--- src/brm_defs.vh ---
// Constants for the bit rectangle block mover.
// Assumes inclusion by brm_block_mover.v and brm_word_combine.v.
`ifndef BRM_DEFS_VH
`define BRM_DEFS_VH

// Wishbone register byte offsets
`define BRM_REG_CTRL 8'h00
`define BRM_REG_ACC1 8'h04
`define BRM_REG_ACC2 8'h08
`define BRM_REG_STAT 8'h0C

// Control register fields
`define BRM_CTRL_START 0

// Status register fields
`define BRM_ST_BUSY 0
`define BRM_ST_DONE 1
`define BRM_ST_TRAP 2
`define BRM_ST_INTR 3

// Parameter table layout, word indices
`define BRM_TBL_WORDS 16
`define BRM_TBL_CTRL 4'h0
`define BRM_TBL_DBASE 4'h2
`define BRM_TBL_DPITCH 4'h3
`define BRM_TBL_DLX 4'h4
`define BRM_TBL_DTY 4'h5
`define BRM_TBL_DW 4'h6
`define BRM_TBL_DH 4'h7
`define BRM_TBL_SBASE 4'h8
`define BRM_TBL_SPITCH 4'h9
`define BRM_TBL_SLX 4'hA
`define BRM_TBL_STY 4'hB
`define BRM_TBL_PAT0 4'hC
`define BRM_TBL_LAST 4'hF

// Control word fields; control bit n (MSB numbered 0) is bit 15-n
`define BRM_FN_SRC_ALT 5
`define BRM_FN_DST_ALT 4
`define BRM_FN_SRCSEL_HI 3
`define BRM_FN_SRCSEL_LO 2
`define BRM_FN_OP_HI 1
`define BRM_FN_OP_LO 0

// Source select values
`define BRM_SRC_RECT 2'h0
`define BRM_SRC_INV 2'h1
`define BRM_SRC_AND_PAT 2'h2
`define BRM_SRC_PAT 2'h3

// Operation values
`define BRM_OP_REPLACE 2'h0
`define BRM_OP_PAINT 2'h1
`define BRM_OP_INVERT 2'h2
`define BRM_OP_ERASE 2'h3

`endif

--- src/brm_word_combine.v ---
// One destination word: aligns source bits, picks the source value,
// applies the operation and keeps bits outside the mask.
// Assumes pixel 0 of a word is its most significant bit.
`timescale 1ns/1ps
`default_nettype none
`include "brm_defs.vh"

module brm_word_combine (
    // Source pair and alignment
    input wire [15:0] src_first,
    input wire [15:0] src_second,
    input wire [3:0] skew,
    // Pattern and destination
    input wire [15:0] pattern,
    input wire [15:0] dest_old,
    input wire [15:0] mask,
    // Mode
    input wire [1:0] src_select,
    input wire [1:0] op,
    // Result
    output reg [15:0] dest_new
);
    wire [31:0] pair = {src_first, src_second} << skew;
    wire [15:0] aligned = pair[31:16];
    reg [15:0] srcv;
    reg [15:0] opv;

    always @* begin
        case (src_select)
            `BRM_SRC_RECT: srcv = aligned;
            `BRM_SRC_INV: srcv = ~aligned;
            `BRM_SRC_AND_PAT: srcv = aligned & pattern;
            default: srcv = pattern;
        endcase
        case (op)
            `BRM_OP_REPLACE: opv = srcv;
            `BRM_OP_PAINT: opv = srcv | dest_old;
            `BRM_OP_INVERT: opv = srcv ^ dest_old;
            default: opv = ~srcv & dest_old;
        endcase
        dest_new = (opv & mask) | (dest_old & ~mask);
    end
endmodule // brm_word_combine

`default_nettype wire

--- src/brm_block_mover.v ---
// Bit rectangle block mover: Wishbone register slave plus a word
// addressed memory master that runs the rectangle transfer.
// Assumes memory holds req until a one-cycle ack on the same clock.
`timescale 1ns/1ps
`default_nettype none
`include "brm_defs.vh"

// Summary of operation
// - Only accumulator two keeps its entry value
// - Missing control store raises unimplemented trap
// - Sixteen word parameter table read first
// - Negative width or height does nothing
// - Interrupt only at line start, save progress
// - Line word address is base plus y*pitch
// - Rectangle: base, pitch, left, top, width, height
// - Control bits 10, 11 pick alternate banks
// - Operation: replace, paint, invert, erase
// - Source: rect, complement, rect and pattern, pattern
// - One pattern word per visited line, cycled
// - Line order follows destination versus source top
// - Source size equals destination size
// - Overlap handled by transfer order; same bitmap
// - Per word cost roughly fixed by accesses
// - Per line cost small and fixed
// - Setup cost dominated by table fetch
module brm_block_mover (
    // Clock and reset
    input wire clk,
    input wire sys_rst,
    // Wishbone slave
    input wire wb_cyc_i,
    input wire wb_stb_i,
    input wire wb_we_i,
    input wire [7:0] wb_adr_i,
    input wire [3:0] wb_sel_i,
    input wire [31:0] wb_dat_i,
    output reg [31:0] wb_dat_o,
    output reg wb_ack_o,
    // Main memory master
    output reg mem_req,
    output reg mem_we,
    output reg mem_alt_bank,
    output reg [15:0] mem_addr,
    output reg [15:0] mem_wdata,
    input wire [15:0] mem_rdata,
    input wire mem_ack,
    // Processor side
    input wire ctrl_store_present,
    input wire irq_pending,
    output reg unimpl_trap,
    output reg pc_backup,
    output reg move_done
);
    localparam [8:0] S_IDLE = 9'h001;
    localparam [8:0] S_FETCH = 9'h002;
    localparam [8:0] S_CHECK = 9'h004;
    localparam [8:0] S_LINE = 9'h008;
    localparam [8:0] S_SRC0 = 9'h010;
    localparam [8:0] S_SRC1 = 9'h020;
    localparam [8:0] S_DRD = 9'h040;
    localparam [8:0] S_DWR = 9'h080;
    localparam [8:0] S_FIN = 9'h100;

    ////////////////////////////////////////////////////////////////////
    // Pin synchroniser for the control store presence strap
    reg cs_meta_q;
    reg cs_sync_q;
    always @(posedge clk or posedge sys_rst) begin
        if (sys_rst) begin
            cs_meta_q <= 1'b0;
            cs_sync_q <= 1'b0;
        end else begin
            cs_meta_q <= ctrl_store_present;
            cs_sync_q <= cs_meta_q;
        end
    end

    ////////////////////////////////////////////////////////////////////
    // State
    reg [8:0] st_q;
    reg [3:0] idx_q;
    reg [15:0] tbl_q [0:`BRM_TBL_WORDS-1];
    reg [15:0] line_q;
    reg first_q;
    reg [15:0] wd_q;
    reg [15:0] s0_q;
    reg [15:0] s1_q;
    reg [15:0] dold_q;
    reg [15:0] acc1_q;
    reg [15:0] acc2_q;
    reg done_q;
    reg trap_q;
    reg intr_q;
    wire busy = ~st_q[0];
    wire ack_ok = mem_ack & mem_req;

    ////////////////////////////////////////////////////////////////////
    // Table fields and geometry
    wire [15:0] fn = tbl_q[`BRM_TBL_CTRL];
    wire [15:0] dbase = tbl_q[`BRM_TBL_DBASE];
    wire [15:0] dpitch = tbl_q[`BRM_TBL_DPITCH];
    wire [15:0] dest_left_bit = tbl_q[`BRM_TBL_DLX];
    wire [15:0] dest_top_line = tbl_q[`BRM_TBL_DTY];
    wire [15:0] dwid = tbl_q[`BRM_TBL_DW];
    wire [15:0] dht = tbl_q[`BRM_TBL_DH];
    wire [15:0] sbase = tbl_q[`BRM_TBL_SBASE];
    wire [15:0] spitch = tbl_q[`BRM_TBL_SPITCH];
    wire [15:0] src_left_bit = tbl_q[`BRM_TBL_SLX];
    wire [15:0] src_top_line = tbl_q[`BRM_TBL_STY];
    // Control bits 0 to 9 are not decoded
    wire src_alt = fn[`BRM_FN_SRC_ALT];
    wire dst_alt = fn[`BRM_FN_DST_ALT];
    wire [1:0] src_sel = fn[`BRM_FN_SRCSEL_HI:`BRM_FN_SRCSEL_LO];
    wire [1:0] op = fn[`BRM_FN_OP_HI:`BRM_FN_OP_LO];
    wire need_src = (src_sel != `BRM_SRC_PAT);

    // Equal tops go top down; only the horizontal order matters then
    wire top_down = ~($signed(dest_top_line) > $signed(src_top_line));
    wire right_first = (dest_top_line == src_top_line) &&
        ($signed(dest_left_bit) > $signed(src_left_bit));
    wire [15:0] yoff = top_down ? line_q :
        dht - 16'h0001 - line_q;
    wire [15:0] dlast_px = dest_left_bit + dwid - 16'h0001;
    wire [15:0] fw = {4'h0, dest_left_bit[15:4]};
    wire [15:0] lw = {4'h0, dlast_px[15:4]};
    wire [15:0] w_start = right_first ? lw : fw;
    wire [15:0] w_end = right_first ? fw : lw;

    // Source pixel under the first pixel of this destination word
    wire [15:0] sx0 = src_left_bit + {wd_q[11:0], 4'h0} - dest_left_bit;
    wire [15:0] srcw = {{4{sx0[15]}}, sx0[15:4]};
    wire [3:0] lo = (wd_q == fw) ? dest_left_bit[3:0] : 4'h0;
    wire [3:0] hi = (wd_q == lw) ? dlast_px[3:0] : 4'hF;
    wire [15:0] mask = (16'hFFFF >> lo) &
        (16'hFFFF << (4'hF - hi));

    wire [31:0] dprod = (dest_top_line + yoff) * dpitch;
    wire [31:0] sprod = (src_top_line + yoff) * spitch;
    wire [15:0] dline = dbase + dprod[15:0];
    wire [15:0] sline = sbase + sprod[15:0];
    wire [15:0] daddr = dline + wd_q;
    wire [15:0] saddr = sline + srcw;
    wire [3:0] pat_idx = `BRM_TBL_PAT0 + {2'h0, line_q[1:0]};
    wire [15:0] pattern = tbl_q[pat_idx];
    wire [15:0] dnew;

    brm_word_combine u_comb (
        .src_first(s0_q),
        .src_second(s1_q),
        .skew(sx0[3:0]),
        .pattern(pattern),
        .dest_old(dold_q),
        .mask(mask),
        .src_select(src_sel),
        .op(op),
        .dest_new(dnew)
    );

    ////////////////////////////////////////////////////////////////////
    // Register writes
    wire wb_go = wb_cyc_i & wb_stb_i & ~wb_ack_o;
    // Writes land on the edge that samples ack, as the master expects
    wire wr = wb_cyc_i & wb_stb_i & wb_ack_o & wb_we_i;
    wire start = wr && (wb_adr_i == `BRM_REG_CTRL) && wb_sel_i[0] &&
        wb_dat_i[`BRM_CTRL_START] && !busy;

    ////////////////////////////////////////////////////////////////////
    // Transfer sequencer
    integer i;
    always @(posedge clk or posedge sys_rst) begin
        if (sys_rst) begin
            st_q <= S_IDLE;
            idx_q <= 4'h0;
            line_q <= 16'h0000;
            first_q <= 1'b0;
            wd_q <= 16'h0000;
            s0_q <= 16'h0000;
            s1_q <= 16'h0000;
            dold_q <= 16'h0000;
            acc1_q <= 16'h0000;
            acc2_q <= 16'h0000;
            done_q <= 1'b0;
            trap_q <= 1'b0;
            intr_q <= 1'b0;
            unimpl_trap <= 1'b0;
            pc_backup <= 1'b0;
            move_done <= 1'b0;
            for (i = 0; i < `BRM_TBL_WORDS; i = i + 1)
                tbl_q[i] <= 16'h0000;
        end else begin
            unimpl_trap <= 1'b0;
            pc_backup <= 1'b0;
            move_done <= 1'b0;
            if (wr && !busy && (wb_adr_i == `BRM_REG_ACC1)) begin
                if (wb_sel_i[0])
                    acc1_q[7:0] <= wb_dat_i[7:0];
                if (wb_sel_i[1])
                    acc1_q[15:8] <= wb_dat_i[15:8];
            end
            if (wr && !busy && (wb_adr_i == `BRM_REG_ACC2)) begin
                if (wb_sel_i[0])
                    acc2_q[7:0] <= wb_dat_i[7:0];
                if (wb_sel_i[1])
                    acc2_q[15:8] <= wb_dat_i[15:8];
            end
            case (st_q)
                S_IDLE: begin
                    if (start) begin
                        done_q <= 1'b0;
                        trap_q <= 1'b0;
                        intr_q <= 1'b0;
                        idx_q <= 4'h0;
                        if (!cs_sync_q) begin
                            trap_q <= 1'b1;
                            unimpl_trap <= 1'b1;
                        end else begin
                            st_q <= S_FETCH;
                        end
                    end
                end
                S_FETCH: begin
                    if (ack_ok) begin
                        tbl_q[idx_q] <= mem_rdata;
                        idx_q <= idx_q + 4'h1;
                        if (idx_q == `BRM_TBL_LAST)
                            st_q <= S_CHECK;
                    end
                end
                S_CHECK: begin
                    if (dwid[15] || dht[15] || dwid == 16'h0000 ||
                        dht == 16'h0000) begin
                        st_q <= S_FIN;
                    end else begin
                        // Relies on a zeroed accumulator one for new runs
                        line_q <= (acc1_q == 16'h0000) ? 16'h0000 :
                            acc1_q - 16'h0001;
                        first_q <= 1'b1;
                        st_q <= S_LINE;
                    end
                end
                S_LINE: begin
                    if (line_q >= dht) begin
                        st_q <= S_FIN;
                    end else if (irq_pending && !first_q) begin
                        // First line always runs, so progress is assured
                        acc1_q <= line_q + 16'h0001;
                        intr_q <= 1'b1;
                        pc_backup <= 1'b1;
                        st_q <= S_IDLE;
                    end else begin
                        first_q <= 1'b0;
                        wd_q <= w_start;
                        st_q <= need_src ? S_SRC0 : S_DRD;
                    end
                end
                S_SRC0: begin
                    if (ack_ok) begin
                        s0_q <= mem_rdata;
                        st_q <= S_SRC1;
                    end
                end
                S_SRC1: begin
                    if (ack_ok) begin
                        s1_q <= mem_rdata;
                        st_q <= S_DRD;
                    end
                end
                S_DRD: begin
                    if (ack_ok) begin
                        dold_q <= mem_rdata;
                        st_q <= S_DWR;
                    end
                end
                S_DWR: begin
                    if (ack_ok) begin
                        if (wd_q == w_end) begin
                            line_q <= line_q + 16'h0001;
                            st_q <= S_LINE;
                        end else begin
                            wd_q <= right_first ? wd_q - 16'h0001 :
                                wd_q + 16'h0001;
                            st_q <= need_src ? S_SRC0 : S_DRD;
                        end
                    end
                end
                default: begin
                    acc1_q <= 16'h0000;
                    done_q <= 1'b1;
                    move_done <= 1'b1;
                    st_q <= S_IDLE;
                end
            endcase
        end
    end

    ////////////////////////////////////////////////////////////////////
    // Memory master: one access per state, sixteen in S_FETCH, request raised the cycle
    // after entry; at least three cycles per access sets the real cost
    wire mem_state = st_q[1] | st_q[4] | st_q[5] | st_q[6] | st_q[7];
    reg [15:0] addr_d;
    always @* begin
        addr_d = acc2_q + {12'h000, idx_q};
        if (st_q[4])
            addr_d = saddr;
        else if (st_q[5])
            addr_d = saddr + 16'h0001;
        else if (st_q[6] | st_q[7])
            addr_d = daddr;
    end

    always @(posedge clk or posedge sys_rst) begin
        if (sys_rst) begin
            mem_req <= 1'b0;
            mem_we <= 1'b0;
            mem_alt_bank <= 1'b0;
            mem_addr <= 16'h0000;
            mem_wdata <= 16'h0000;
        end else begin
            mem_req <= mem_state & ~ack_ok;
            mem_we <= st_q[7];
            mem_alt_bank <= ((st_q[4] | st_q[5]) & src_alt) |
                ((st_q[6] | st_q[7]) & dst_alt);
            mem_addr <= addr_d;
            mem_wdata <= dnew;
        end
    end

    ////////////////////////////////////////////////////////////////////
    // Wishbone slave: ack one cycle after the strobe, reads of
    // unmapped offsets return zero
    always @(posedge clk or posedge sys_rst) begin
        if (sys_rst) begin
            wb_ack_o <= 1'b0;
            wb_dat_o <= 32'h00000000;
        end else begin
            wb_ack_o <= wb_go;
            wb_dat_o <= 32'h00000000;
            if (wb_adr_i == `BRM_REG_CTRL)
                wb_dat_o <= {31'h00000000, busy};
            else if (wb_adr_i == `BRM_REG_ACC1)
                wb_dat_o <= {16'h0000, acc1_q};
            else if (wb_adr_i == `BRM_REG_ACC2)
                wb_dat_o <= {16'h0000, acc2_q};
            else if (wb_adr_i == `BRM_REG_STAT)
                wb_dat_o <= {28'h0000000, intr_q, trap_q, done_q, busy};
        end
    end
endmodule // brm_block_mover

`default_nettype wire

--- config.mk ---
export PLATFORM = sky130hd
export DESIGN_NAME = brm_block_mover
export DESIGN_NICKNAME = d
export VERILOG_FILES = /design/src/brm_word_combine.v /design/src/brm_block_mover.v
export VERILOG_INCLUDE_DIRS = /design/src
export SDC_FILE = /design/constraint.sdc
export NUM_CORES = 2
export LEC_CHECK = 0
export BUFFER_PORTS_ARGS = -buffer_cell sky130_fd_sc_hd__buf_2
export CAP_MARGIN = 10
export CORE_ASPECT_RATIO = 1.75
export CORE_MARGIN = 2
export CORE_UTILIZATION = 60
export DETAILED_ROUTE_END_ITERATION = 12
export PLACE_DENSITY = 0.78
export REMOVE_ABC_BUFFERS = 1
export SLEW_MARGIN = 15
export SYNTH_ARGS = -nofsm -noshare
export SYNTH_HDL_FRONTEND = slang
export SYNTH_SLANG_ARGS = --single-unit
--- constraint.sdc ---
create_clock -name clk -period 19.8 [get_ports clk]
set_input_delay 0.99 -clock clk [delete_from_list [all_inputs] [get_ports clk]]
set_output_delay 0.99 -clock clk [all_outputs]
set_load 0.01 [all_outputs]
==> reports/metrics.cfg <==
[outcome]
outcome=finished clean

[critical_path]
worstSetupPathType=flip-flop to flip-flop
r2r_slack_ns=7.62
r2r_cells=42
cpMostUsedCell=xnor2_1
cp_top_family=adder cells
worstPathArrival_ns=12.63
cp_max_fo=30
critPathBufInv=3
slowest_stage=nor3_1
worst_setup_path_end_kind=flip-flop
cp.required_ns=20.25
cpPeakStageDelay_ns=0.59
regToRegStartpoint=src_top_line[15]
start_kind=flip-flop
r2r_end=mem_addr[15]
cp_num_cells=42

[synthesis]
ys_seq_elements=415
yosys_warnings=0
yosysUniqueCellTypes=92
syn_area_sq_um=37000
synthTopCellsByArea=dfrtp_1 28%, fa_1 13%, ha_1 11%, mux2_2 9.8%, inv_1 5.7%
synth-edff-count=0
yosysTopAreaCellShare=0.280
yosysTopAreaCell=dfrtp_1
ys.flop_type=dfrtp_1
ys_seq_area_frac=0.281
avgSynthCellArea_sq_um=9.60
async_reset_ff_frac=1.00
postSynthCellCount=3853

[timing]
finClkSkew_ns=0.0284
fin_crit_sh=0.615
period_minus_slack_ns=12.18
finalMaxSlewViolations=0
holdWs_ns=0.360
final-setup-viol-count=0
fin_tns_setup_ns=0
rsz0062_at_grt=no
relSlewSlack=0.234
tightest_slew_ns=1.15
hold_viol=0
fmax_ghz=0.0821

[global_routing]
grt_pass1_wl_microns=163000
grt_max_degree=127
grt_pass1_vias=29882
antenna_found_initial=6
grt_usage=0.335
grt.overflow.total=0

[pwr]
power.density_nw_per_um2=96.1
vdd_ir_drop_max_v=0.000139
p_leak_nw=19.6

[clocking]
clkSinkCount=415
insertion_delay_ns=0.58
cts_root_buf=clkbuf_16
cts_tree=done
cts_made_buffers=41
cts_max_level=2
ctsLongestPathBuffers=3
post_cts_resized=0
clkSlewWorstSetupHoldPaths_ns=0.06
hold_buffers=0
cts_setup_buffers=0

[placement]
dp.cells=4629
gp_congestion=0.984
port_buffers=104
hpwl_microns=79100

[hold_path]
hp-start=cs_meta_q
hold_depth=0
hp-class=flip-flop to flip-flop
whs_endpoint=cs_sync_q

[floorplanning]
rows=120
die_h_microns=333
core_area_sq_um=61100
initial_core_util=0.606
ios=139
die_w_microns=192
dieArea_sq_um=63800

[final_layout]
final_nets=4492
final_cell_mix=557 x inv_1, 414 x dfrtp_1, 329 x nand2_1, 323 x mux2_2, 311 x ha_1
regMostFlops=tbl_q
mostFrequentLayoutCell=inv_1
drive_above_1_share=0.147
largest_reg_flops=64
final_cells=4704
nFillCells=4916
syn2layout_area_growth_pct=6.91

[drt]
wl_per_cell_microns=22.2
drt_iter0_drc=1861
num_vias=28391
first_pass_iters=5
wirelength_microns=104000
postRouteAntennaNets=0
drc_errors=0
viasPerCell=6.04

[job]
drv_cap=0

## power breakdown
group	total, mW	leakage (nW)	internal, mW	switching [mW]
clock network	0.848	0.707	0.491	0.357
registers	0.953	5.66	0.890	0.0627
logic	2.00	13.2	0.825	1.18
total	3.80	19.6	2.21	1.60
## logic make-up (layout without fill, tap and decap cells)
group,Yosys count,count (layout),share of synthesized area
and+or+nand+nor,913,913,0.120
buffers and inverters,731,772,0.0764
AOI/OAI and AO/OA,622,622,0.107
adders and majority gates,545,545,0.232
muxes,424,424,0.132
DFF,415,415,0.281
xor gates and xnor gates,202,202,0.0521
other,1,18,0.000101
## cell usage after synthesis, drive strengths merged, types with 48 or more instances
library cell and n:
a21oi 146, and2 136, clkbuf 136, dfrtp 414, fa 234, ha 311, inv 561, mux2 342
mux2i 66, nand2 331, nand3 53, nor2 158, o21ai 176, xnor2 145, xor2 48
## worst reg2reg max path, delay by kind of cell, from the launching register on
kind                     cells  cell delay, ns
AO/OA/AOI/OAI                8            1.59
XOR/XNOR                    13            3.46
adder cells (fa/ha/maj)      9            3.99
buffers and inverters        3            0.19
flip-flops                   1            0.36
multiplexers                 3            1.15
AND/OR/NAND/NOR              6            1.30
## final cells by class
| type | count | area (sq um) | area share |
|---|---|---|---|
| tap | 793 | 992 | 0.0251 |
| inverter | 564 | 2130 | 0.0537 |
| multi-input combinational | 2722 | 23900 | 0.603 |
| timing repair buffer | 135 | 753 | 0.0190 |
| antenna | 2 | 5.00 | 0.000127 |
| sequential | 415 | 10400 | 0.263 |
| clock buffer | 56 | 1190 | 0.0301 |
| clock inverter | 17 | 245 | 0.00620 |
## layer usage
layer  global-route usage  share of wire
met5                    0        0.00011
met4                0.297           0.11
met3               0.0475          0.054
met2                0.586           0.50
met1                0.344           0.33
## stage by stage
step	setup WS [ns]	utilization	power [mW]	area (sq um)
after floorplan	7.26	-	2.37	36400
after global placement	7.98	0.624	2.92	38100
after detailed placement	7.75	0.624	2.97	38100
after CTS	7.65	0.647	3.82	39600
after global routing	6.95	0.647	4.08	39600
final	7.62	0.647	3.80	39600
## worst max-delay path by stage
stage	from	end	slack, ns
6_report	src_top_line[15]	mem_addr[15]	7.62
5_1_grt	src_top_line[15]	mem_addr[15]	6.95
4_1_cts	src_top_line[15]	mem_addr[15]	7.65
3_5_place_dp	src_top_line[15]	mem_addr[15]	7.75
3_3_place_gp	dest_top_line[15]	mem_addr[15]	7.98
2_1_floorplan	sys_rst	acc1_q[0]	7.26
(Power assumes the default switching activity.)
